`src/include/gpdd_cfg.svh`:
```
`ifndef GPDD_CFG_SVH
`define GPDD_CFG_SVH
// ==========================================================
// port layout
`define GPDD_NPORTS      7
`define GPDD_PW          8
`define GPDD_PORT_B      1
`define GPDD_PORT_C      2
`define GPDD_TRST_BIT    15
`define GPDD_DBG_MASK_B  8'h80
`define GPDD_DBG_MASK_C  8'h0f
`define GPDD_CFG_RST     8'h00
// ==========================================================
// register offsets inside one port window
`define GPDD_OFF_DIR     12'h400
`define GPDD_OFF_AFSEL   12'h404
`define GPDD_OFF_PUR     12'h408
`define GPDD_OFF_PDR     12'h40c
`define GPDD_OFF_DEN     12'h410
`define GPDD_OFF_PINS    12'h414
// ==========================================================
// address fields
`define GPDD_AW          15
`define GPDD_DATA_BIT    10
`define GPDD_MASK_HI     9
`define GPDD_MASK_LO     2
`define GPDD_OFF_HI      11
`define GPDD_PSEL_HI     14
`define GPDD_PSEL_LO     12
`define GPDD_UP_SAT      3'h4
`endif

```
`src/include/gpdd_pkg.sv`:
```
package gpdd_pkg;
    // ==========================================================
    // one bus access broadcast to the port slices
    typedef struct packed {
        logic       stb;   // write strobe for this slice
        logic [11:0] off;  // offset inside the port window
        logic [7:0] mask;  // per-bit mask from address
        logic [7:0] data;  // write data, low byte
    } gpdd_req_t;

    // ==========================================================
    // configuration state of one slice
    typedef struct packed {
        logic [7:0] afsel; // alt_function_select
        logic [7:0] den;   // digital_input_enable
        logic [7:0] pur;   // pull_up_select
        logic [7:0] pdr;   // pull_down_select
        logic [7:0] dir;   // pin_direction_reg
    } gpdd_cfg_t;
endpackage

```
`src/design/gpdd_top.sv`:
```
`timescale 1ns/1ps
`include "gpdd_cfg.svh"
module gpdd_top
    import gpdd_pkg::*;
#(
    parameter int NPORTS = `GPDD_NPORTS  // number of port slices
) (
    input  wire logic                  CLOCK,       // system clock, 10 MHz
    input  wire logic                  ARST_N,      // async reset, low
    input  wire logic                  CYC_I,       // wishbone cycle
    input  wire logic                  STB_I,       // wishbone strobe
    input  wire logic                  WE_I,        // wishbone write
    input  wire logic [`GPDD_AW-1:0]   ADR_I,       // wishbone byte address
    input  wire logic [31:0]           DAT_I,       // wishbone write data
    input  wire logic [3:0]            SEL_I,       // wishbone byte selects
    output logic      [31:0]           DAT_O,       // wishbone read data
    output logic                       ACK_O,       // wishbone acknowledge
    input  wire logic [NPORTS*8-1:0]   PIN_IN,      // pad input levels
    output logic      [NPORTS*8-1:0]   PIN_OUT,     // pad output values
    output logic      [NPORTS*8-1:0]   PIN_OE,      // pad output enables
    input  wire logic [NPORTS*8-1:0]   ALT_OUT,     // peripheral output values
    input  wire logic [NPORTS*8-1:0]   ALT_OE,      // peripheral output enables
    output logic      [NPORTS*8-1:0]   ALT_IN,      // pin levels to peripherals
    output logic      [NPORTS*8-1:0]   PULL_UP,     // pull-up select per pad
    output logic      [NPORTS*8-1:0]   PULL_DOWN,   // pull-down select per pad
    output logic      [NPORTS*8-1:0]   DIG_EN,      // digital enable per pad
    output logic                       JTAG_TRST_N  // test-reset to debug logic
);
    // ==========================================================
    // helpers
    // reset pattern of each slice: debug pins on ports B and C
    function automatic logic [7:0] dbg_mask(input int p);
        if (p == `GPDD_PORT_B) begin
            return `GPDD_DBG_MASK_B;
        end else if (p == `GPDD_PORT_C) begin
            return `GPDD_DBG_MASK_C;
        end
        return `GPDD_CFG_RST;
    endfunction

    // whole-device debug pin pattern
    function automatic logic [NPORTS*8-1:0] dbg_all_mask();
        logic [NPORTS*8-1:0] m;
        m = '0;
        for (int p = 0; p < NPORTS; p++) begin
            m[p*8 +: 8] = dbg_mask(p);
        end
        return m;
    endfunction

    localparam logic [NPORTS*8-1:0] DBG_ALL = dbg_all_mask();

    // ==========================================================
    // pin synchronisers
    logic [NPORTS*8-1:0] pin_meta_reg;  // first stage, read only by second
    logic [NPORTS*8-1:0] pin_sync_reg;  // second stage, safe to use

    // two flops before any logic looks at a pad
    // debug pins reset high, their pulled-up idle level, so that the
    // test-reset output shows no false low pulse after a reset
    always_ff @(posedge CLOCK or negedge ARST_N) begin
        if (!ARST_N) begin
            pin_meta_reg <= DBG_ALL;
            pin_sync_reg <= DBG_ALL;
        end else begin
            pin_meta_reg <= PIN_IN;
            pin_sync_reg <= pin_meta_reg;
        end
    end

    // ==========================================================
    // wishbone slave
    logic                    ack_reg;    // acknowledge
    logic [31:0]             dat_reg;    // registered read data
    logic                    req_new;    // fresh request this cycle
    logic [2:0]              port_sel;   // addressed slice
    logic                    port_ok;    // slice exists
    gpdd_req_t               req_base;   // request without strobe
    logic [NPORTS-1:0][7:0]  rd_port;    // read data of each slice
    logic [7:0]              rd_sel;     // read data of addressed slice

    assign req_new  = CYC_I && STB_I && !ack_reg;
    assign port_sel = ADR_I[`GPDD_PSEL_HI:`GPDD_PSEL_LO];
    assign port_ok  = (32'(port_sel) < NPORTS);
    assign req_base.stb  = 1'b0;
    assign req_base.off  = ADR_I[`GPDD_OFF_HI:0];
    assign req_base.mask = ADR_I[`GPDD_MASK_HI:`GPDD_MASK_LO];
    assign req_base.data = DAT_I[7:0];

    // read data of the addressed slice, zero when unmapped
    always_comb begin
        rd_sel = `GPDD_CFG_RST;
        if (port_ok) begin
            rd_sel = rd_port[port_sel];
        end
    end

    // one-wait-state answer; unmapped reads give zero
    always_ff @(posedge CLOCK or negedge ARST_N) begin
        if (!ARST_N) begin
            ack_reg <= 1'b0;
            dat_reg <= '0;
        end else begin
            ack_reg <= req_new;
            if (req_new && !WE_I) begin
                dat_reg <= {24'h000000, rd_sel};
            end
        end
    end

    assign ACK_O = ack_reg;
    assign DAT_O = dat_reg;

    // ==========================================================
    // port slices
    logic [NPORTS*8-1:0] afsel_all;  // alternate select, all pins
    logic [NPORTS*8-1:0] dir_all;    // direction, all pins
    logic [NPORTS*8-1:0] pdr_all;    // pull-down, all pins
    logic [NPORTS*8-1:0] value_all;  // data register, all pins

    // identical slices, differing only in reset pattern
    for (genvar p = 0; p < NPORTS; p++) begin : g_port
        gpdd_req_t req_p;  // request steered to this slice
        gpdd_cfg_t cfg_p;  // its configuration

        always_comb begin
            req_p     = req_base;
            req_p.stb = req_new && WE_I && SEL_I[0] && (32'(port_sel) == p);
        end

        gpdd_port #(
            .DBG_MASK (dbg_mask(p))
        ) gpdd_port_i (
            .clk      (CLOCK),
            .arst_n   (ARST_N),
            .req      (req_p),
            .pin_sync (pin_sync_reg[p*8 +: 8]),
            .alt_out  (ALT_OUT[p*8 +: 8]),
            .alt_oe   (ALT_OE[p*8 +: 8]),
            .cfg      (cfg_p),
            .value    (value_all[p*8 +: 8]),
            .rd_data  (rd_port[p]),
            .pin_out  (PIN_OUT[p*8 +: 8]),
            .pin_oe   (PIN_OE[p*8 +: 8])
        );

        assign afsel_all[p*8 +: 8] = cfg_p.afsel;
        assign dir_all[p*8 +: 8]   = cfg_p.dir;
        assign pdr_all[p*8 +: 8]   = cfg_p.pdr;
        assign PULL_UP[p*8 +: 8]   = cfg_p.pur;
        assign PULL_DOWN[p*8 +: 8] = cfg_p.pdr;
        assign DIG_EN[p*8 +: 8]    = cfg_p.den;
        assign ALT_IN[p*8 +: 8]    = pin_sync_reg[p*8 +: 8] & cfg_p.den;
    end

    // ==========================================================
    // debug test-reset
    // b7 feeds test-reset while in alt use; a low level resets debug
    assign JTAG_TRST_N = afsel_all[`GPDD_TRST_BIT] ? pin_sync_reg[`GPDD_TRST_BIT] : 1'b1;

    // ==========================================================
    // checks
    logic [2:0] up_cnt_reg;  // cycles since reset release, saturating

    always_ff @(posedge CLOCK or negedge ARST_N) begin
        if (!ARST_N) begin
            up_cnt_reg <= 3'h0;
        end else if (up_cnt_reg != `GPDD_UP_SAT) begin
            up_cnt_reg <= up_cnt_reg + 3'h1;
        end
    end

    reset_undriven_a: assert property (@(posedge CLOCK) disable iff (!ARST_N)
        (up_cnt_reg == 3'h0) |-> ((PIN_OE & ~DBG_ALL) == '0) && ((DIG_EN & ~DBG_ALL) == '0)
            && ((afsel_all & ~DBG_ALL) == '0) && ((PULL_UP & ~DBG_ALL) == '0))
        else $error("ordinary pin not at default after reset");

    debug_default_a: assert property (@(posedge CLOCK) disable iff (!ARST_N)
        (up_cnt_reg == 3'h0) |-> ((afsel_all & DBG_ALL) == DBG_ALL)
            && ((DIG_EN & DBG_ALL) == DBG_ALL) && ((PULL_UP & DBG_ALL) == DBG_ALL))
        else $error("debug pin not at debug default after reset");

    reset_restore_a: assert property (@(posedge CLOCK) disable iff (!ARST_N)
        (up_cnt_reg == 3'h0) |-> (pdr_all == '0) && (afsel_all == DBG_ALL))
        else $error("reset did not restore configuration");

    dir_reset_a: assert property (@(posedge CLOCK) disable iff (!ARST_N)
        (up_cnt_reg == 3'h0) |-> (dir_all == '0) ##1 (PIN_OE & ~DBG_ALL) == '0)
        else $error("direction not all inputs after reset");

    trst_follow_a: assert property (@(posedge CLOCK) disable iff (!ARST_N)
        (up_cnt_reg == `GPDD_UP_SAT) && afsel_all[`GPDD_TRST_BIT]
            && !$past(PIN_IN[`GPDD_TRST_BIT], 2) |-> !JTAG_TRST_N)
        else $error("low test-reset pin not passed on");

    input_capture_a: assert property (@(posedge CLOCK) disable iff (!ARST_N)
        (up_cnt_reg == `GPDD_UP_SAT) |->
            ((value_all & ~$past(dir_all)) == ($past(PIN_IN, 3) & ~$past(dir_all))))
        else $error("input bit did not capture pin level");

    output_drive_a: assert property (@(posedge CLOCK) disable iff (!ARST_N)
        (up_cnt_reg != 3'h0) |->
            ((PIN_OUT & $past(dir_all & ~afsel_all)) == $past(value_all & dir_all & ~afsel_all))
            && ((PIN_OE & ~$past(afsel_all)) == $past(dir_all & ~afsel_all)))
        else $error("output bit not driven from data register");

    alt_control_a: assert property (@(posedge CLOCK) disable iff (!ARST_N)
        (up_cnt_reg != 3'h0) |->
            ((PIN_OUT & $past(afsel_all)) == $past(ALT_OUT & afsel_all))
            && ((PIN_OE & $past(afsel_all)) == $past(ALT_OE & afsel_all)))
        else $error("alternate pin not under peripheral control");

    mask_read_a: assert property (@(posedge CLOCK) disable iff (!ARST_N)
        req_new && !WE_I && !ADR_I[`GPDD_DATA_BIT] |=>
            ACK_O && ((DAT_O[7:0] & ~$past(ADR_I[`GPDD_MASK_HI:`GPDD_MASK_LO])) == 8'h00))
        else $error("masked data bit read as nonzero");

    mask_write_a: assert property (@(posedge CLOCK) disable iff (!ARST_N)
        req_new && WE_I && SEL_I[0] && port_ok && !ADR_I[`GPDD_DATA_BIT] |=>
            (((value_all ^ $past(value_all)) & $past(dir_all)
                & ~($past(32'(ADR_I[`GPDD_MASK_HI:`GPDD_MASK_LO]))
                    << ($past(32'(port_sel)) * 8))) == '0))
        else $error("write changed an unmasked output bit");
endmodule

```
`src/design/gpdd_port.sv`:
```
`timescale 1ns/1ps
`include "gpdd_cfg.svh"
module gpdd_port
    import gpdd_pkg::*;
#(
    parameter logic [7:0] DBG_MASK = `GPDD_CFG_RST  // bits that reset into debug use
) (
    input  wire logic      clk,       // system clock
    input  wire logic      arst_n,    // async reset, low
    input  wire gpdd_req_t req,       // bus access
    input  wire logic [7:0] pin_sync, // synchronised pin levels
    input  wire logic [7:0] alt_out,  // peripheral output value
    input  wire logic [7:0] alt_oe,   // peripheral output enable
    output gpdd_cfg_t      cfg,       // configuration registers
    output logic [7:0]     value,     // pin_value_reg
    output logic [7:0]     rd_data,   // read data for req.off
    output logic [7:0]     pin_out,   // pad output value
    output logic [7:0]     pin_oe     // pad output enable
);
    // ==========================================================
    // storage
    gpdd_cfg_t  cfg_reg;      // configuration
    logic [7:0] value_reg;    // data register
    logic [7:0] value_next;   // next data register
    logic [7:0] out_reg;      // registered pad value
    logic [7:0] oe_reg;       // registered pad enable
    logic       data_hit;     // write lands in data window

    assign data_hit = req.stb && !req.off[`GPDD_DATA_BIT];

    // configuration writes; debug bits reset into debug use
    always_ff @(posedge clk or negedge arst_n) begin
        if (!arst_n) begin
            cfg_reg.afsel <= DBG_MASK;
            cfg_reg.den   <= DBG_MASK;
            cfg_reg.pur   <= DBG_MASK;
            cfg_reg.pdr   <= `GPDD_CFG_RST;
            cfg_reg.dir   <= `GPDD_CFG_RST;
        end else if (req.stb) begin
            if (req.off == `GPDD_OFF_DIR) begin
                cfg_reg.dir <= req.data;
            end else if (req.off == `GPDD_OFF_AFSEL) begin
                cfg_reg.afsel <= req.data;
            end else if (req.off == `GPDD_OFF_PUR) begin
                cfg_reg.pur <= req.data;
            end else if (req.off == `GPDD_OFF_PDR) begin
                cfg_reg.pdr <= req.data;
            end else if (req.off == `GPDD_OFF_DEN) begin
                cfg_reg.den <= req.data;
            end
        end
    end

    // inputs capture the pin, outputs keep the masked write
    always_comb begin
        value_next = value_reg;
        if (data_hit) begin
            value_next = (req.data & req.mask) | (value_reg & ~req.mask);
        end
        value_next = (cfg_reg.dir & value_next) | (~cfg_reg.dir & pin_sync);
    end

    // data register
    always_ff @(posedge clk or negedge arst_n) begin
        if (!arst_n) begin
            value_reg <= `GPDD_CFG_RST;
        end else begin
            value_reg <= value_next;
        end
    end

    // pad drive: peripheral owns alt pins, else direction and data
    always_ff @(posedge clk or negedge arst_n) begin
        if (!arst_n) begin
            out_reg <= `GPDD_CFG_RST;
            oe_reg  <= `GPDD_CFG_RST;
        end else begin
            out_reg <= (cfg_reg.afsel & alt_out) | (~cfg_reg.afsel & value_reg);
            oe_reg  <= (cfg_reg.afsel & alt_oe) | (~cfg_reg.afsel & cfg_reg.dir);
        end
    end

    // read mux; unmasked data bits read as zero
    always_comb begin
        if (!req.off[`GPDD_DATA_BIT]) begin
            rd_data = value_reg & req.mask;
        end else if (req.off == `GPDD_OFF_DIR) begin
            rd_data = cfg_reg.dir;
        end else if (req.off == `GPDD_OFF_AFSEL) begin
            rd_data = cfg_reg.afsel;
        end else if (req.off == `GPDD_OFF_PUR) begin
            rd_data = cfg_reg.pur;
        end else if (req.off == `GPDD_OFF_PDR) begin
            rd_data = cfg_reg.pdr;
        end else if (req.off == `GPDD_OFF_DEN) begin
            rd_data = cfg_reg.den;
        end else if (req.off == `GPDD_OFF_PINS) begin
            rd_data = pin_sync;
        end else begin
            rd_data = `GPDD_CFG_RST;
        end
    end

    assign cfg     = cfg_reg;
    assign value   = value_reg;
    assign pin_out = out_reg;
    assign pin_oe  = oe_reg;
endmodule

```
`config.mk`:
```
export PLATFORM = sky130hd
export DESIGN_NAME = gpdd_top
export DESIGN_NICKNAME = d
export VERILOG_FILES = /design/src/include/gpdd_pkg.sv /design/src/design/gpdd_top.sv /design/src/design/gpdd_port.sv
export VERILOG_INCLUDE_DIRS = /design/src /design/src/include
export SDC_FILE = /design/constraint.sdc
export NUM_CORES = 1
export LEC_CHECK = 0
export ABC_AREA = 1
export BUFFER_PORTS_ARGS = -buffer_cell sky130_fd_sc_hd__buf_2
export CORE_MARGIN = 2
export CORE_UTILIZATION = 45
export DETAILED_ROUTE_END_ITERATION = 10
export PLACE_DENSITY = 0.67
export SKIP_CTS_REPAIR_TIMING = 1
export SLEW_MARGIN = 5
export SYNTH_ARGS = -nofsm -noshare
export SYNTH_HDL_FRONTEND = slang
export SYNTH_SLANG_ARGS = --single-unit
export TNS_END_PERCENT = 50
```
`constraint.sdc`:
```
create_clock -name CLOCK -period 2.9 [get_ports CLOCK]
set_input_delay 0.29 -clock CLOCK [delete_from_list [all_inputs] [get_ports CLOCK]]
set_output_delay 0.29 -clock CLOCK [all_outputs]
set_load 0.005 [all_outputs]
```
==> out/metrics.cfg <==
[logic_synthesis]
yosysMostFrequentCell = nand2_1
seq_area_frac_synth_pct = 54.3
synth_commonest_cells = 864 x nand2_1, 544 x dfrtp_1, 444 x o21ai_0, 235 x inv_1, 196 x buf_4
yosysWarnings = 0
synth_edf_count = 0
avgSynthCellArea_sq_um = 8.61
yosysTopAreaCellShare_pct = 51.8
ys_ff_latch = 569
synth_cell_types = 43
synth_area_leaders = dfrtp_1 52%, nand2_1 12%, o21ai_0 8.4%, buf_4 5.6%, nand3_1 3.5%
async_reset_ff_share_pct = 100
yosys.area.top_type = dfrtp_1
syn-cell-area_sq_um = 26300
synth_flop_cell = dfrtp_1
synth_cells = 3056

[cells_and_area]
syn_to_final_growth_pct = 26.1
fill_cells = 5163
final_util_pct = 57.5
final_cells = 4459
largest_register_ffs = 280
layout-drive-gt1-share_pct = 23.2
layout.nets = 3858

[timing]
rsz0062_at_grt = false
finalHoldViolations = 1
slew_viol_final = 0
finalCritPeriodShare_pct = 82.9
layout_min_cycle_time_ns = 2.40
hold_slack_ns = -0.00354
setup_viol = 0
clock_skew_ns = 0.0291
slew_headroom_pct = 31.4
fmaxAchievable_mhz = 416
worst_slew_pin_slew_ns = 1.03
finalSetupTns_ns = 0

[min_path]
hold_class = input port to flop
whs_path_depth = 3

[setup_path]
crit_end = g_port[2].gpdd_port_i.cfg[10]
end_kind = flop
rr_endpoint = g_port[2].gpdd_port_i.cfg[10]
r2r-start = ACK_O
critPathRequiredTime_ns = 3.36
startpoint_type = flop
rr_worst_depth = 9
critPathKind = flop to flop
r2r_slack_ns = 0.50
path_max_fanout = 16
startpoint = ACK_O
critPathArrivalTime_ns = 2.87

[run]
drv_cap = 0

[place]
dp_hpwl_microns = 78200
gp_congestion = 0.989
io_buffers = 542
dp_cells = 4171

[routing]
firstDrtPassIters = 6
avgRoutedWirePerCell_microns = 24.1
drc_errors = 0
totalWireLength_microns = 107000
postRouteAntennaNets = 0
num_vias = 24300
viasPerCell = 5.46
drt_iter0_markers = 2953

[floorplanning]
rows = 88
dieWidth_microns = 246
boundaryPins = 594
coreArea_sq_um = 57700
initial_core_util_pct = 45.6
dieArea_sq_um = 60400
die_h_microns = 246

[power]
power.leakage_nw = 16.8
peakVddDrop_mv = 0.553
pwr_density_cell_nw_per_um2 = 555

[cts]
h-tree-depth = 2
cts_tree = built
numCtsBuffers = 61
clkSinkCount = 569
clock_path_buffers = 3
cts_root_buffer = clkbuf_16
clkLatencyLatePin_ns = 0.64
clk_pin_slew_ns = 0.07

[global_route]
grt_overflow = 0
grt_max_degree = 77
antenna_found_initial = 9
grt_pass1_vias = 21900
grt_pass1_wl_microns = 150000
grtUsageTotal_pct = 34.4

[run_status]
violations = negative hold slack
status = complete, but fails checks

[worst max-delay path, stage by stage, from the launching register on]
cell,delay [ns]
dfrtp_1,0.37
nor2_1,0.24
nand3_2,0.32
nor2_2,0.23
inv_1,0.11
nor2_2,0.14
buf_4,0.20
nand2_1,0.35
nand2_1,0.16
o21ai_0,0.10
[logic make-up after synthesis]
| kind of cell | count (synthesis) | synth area share, % |
|---|---|---|
| AND/OR/NAND/NOR | 1219 | 19.8 |
| AO/OA/AOI/OAI | 653 | 13.3 |
| buffers and inverters | 582 | 11.3 |
| flip-flops | 569 | 54.3 |
| multiplexers | 32 | 1.37 |
| other | 1 | 0.0143 |
[worst min path at each step]
stage,from,to,slack [ns]
after floorplan,ARST_N,ACK_O,-0.006
after global placement,pin_meta_reg[9],pin_sync_reg[9],0.33
after detailed placement,pin_meta_reg[22],pin_sync_reg[22],0.33
after CTS,ARST_N,g_port[3].gpdd_port_i.cfg[30],-0.33
after global routing,ALT_OE[34],g_port[4].gpdd_port_i.pin_oe[2],-0.004
final,DAT_I[6],flop,-0.004
[per-stage QoR]
step	power, mW	hold WS, ns	area [sq um]	setup slack [ns]
final	18.4	-0.00354	33200	0.495
after global routing	18.8	-0.00414	33200	0.308
after CTS	18.2	-0.328	31500	0.577
after detailed placement	9.49	0.335	29200	0.277
after global placement	9.48	0.331	29200	0.316
after floorplan	8.70	-0.00559	26400	1.02
[power breakdown]
part / internal [mW] / switching, mW / leakage (nW) / total, mW
sequential: 8.13 / 0.182 / 7.35 / 8.31
clock: 5.36 / 3.47 / 1.09 / 8.83
combinational: 0.475 / 0.780 / 8.35 / 1.25
[metal layers]
| layer | global-route usage, % | wire, microns | vias to the layer above |
|---|---|---|---|
| li1 | - | - | 11000 |
| met4 | 15.2 | 4820 | 2 |
| met3 | 8.12 | 11300 | 231 |
| met1 | 49.0 | 44500 | 11700 |
| met5 | 0 | 13 | - |
| met2 | 49.7 | 46700 | 1440 |
[layout make-up]
cell class / instances / area (sq um) / share of cell area (%)
Clock buffer: 79 / 1690 / 5.09
Tap cell: 765 / 957 / 2.89
Sequential cell: 569 / 14300 / 43.0
Antenna cell: 7 / 17.5 / 0.0528
Timing Repair Buffer: 821 / 5520 / 16.6
Multi-Input combinational cell: 1928 / 9200 / 27.7
Inverter: 253 / 950 / 2.86
Clock inverter: 37 / 571 / 1.72
[cell usage in the layout (no fill, tap or decap), types with 9 or more instances in the layout]
master,n
clkbuf_16,63
o211ai_1,22
nor3_1,13
bufinv_16,14
buf_2,541
dlygate4sd3_1,165
buf_4,91
nand3_1,183
dfrtp_1,544
o22ai_1,10
clkbuf_1,11
clkinv_2,12
conb_1,24
a21oi_1,119
nor2_1,52
inv_1,232
o21ai_1,9
o311ai_0,16
nand3b_1,76
mux2_2,32
dfstp_2,25
o21ai_0,444
nand2_1,864
buf_12,23
inv_2,17
(Power assumes the default switching activity.)
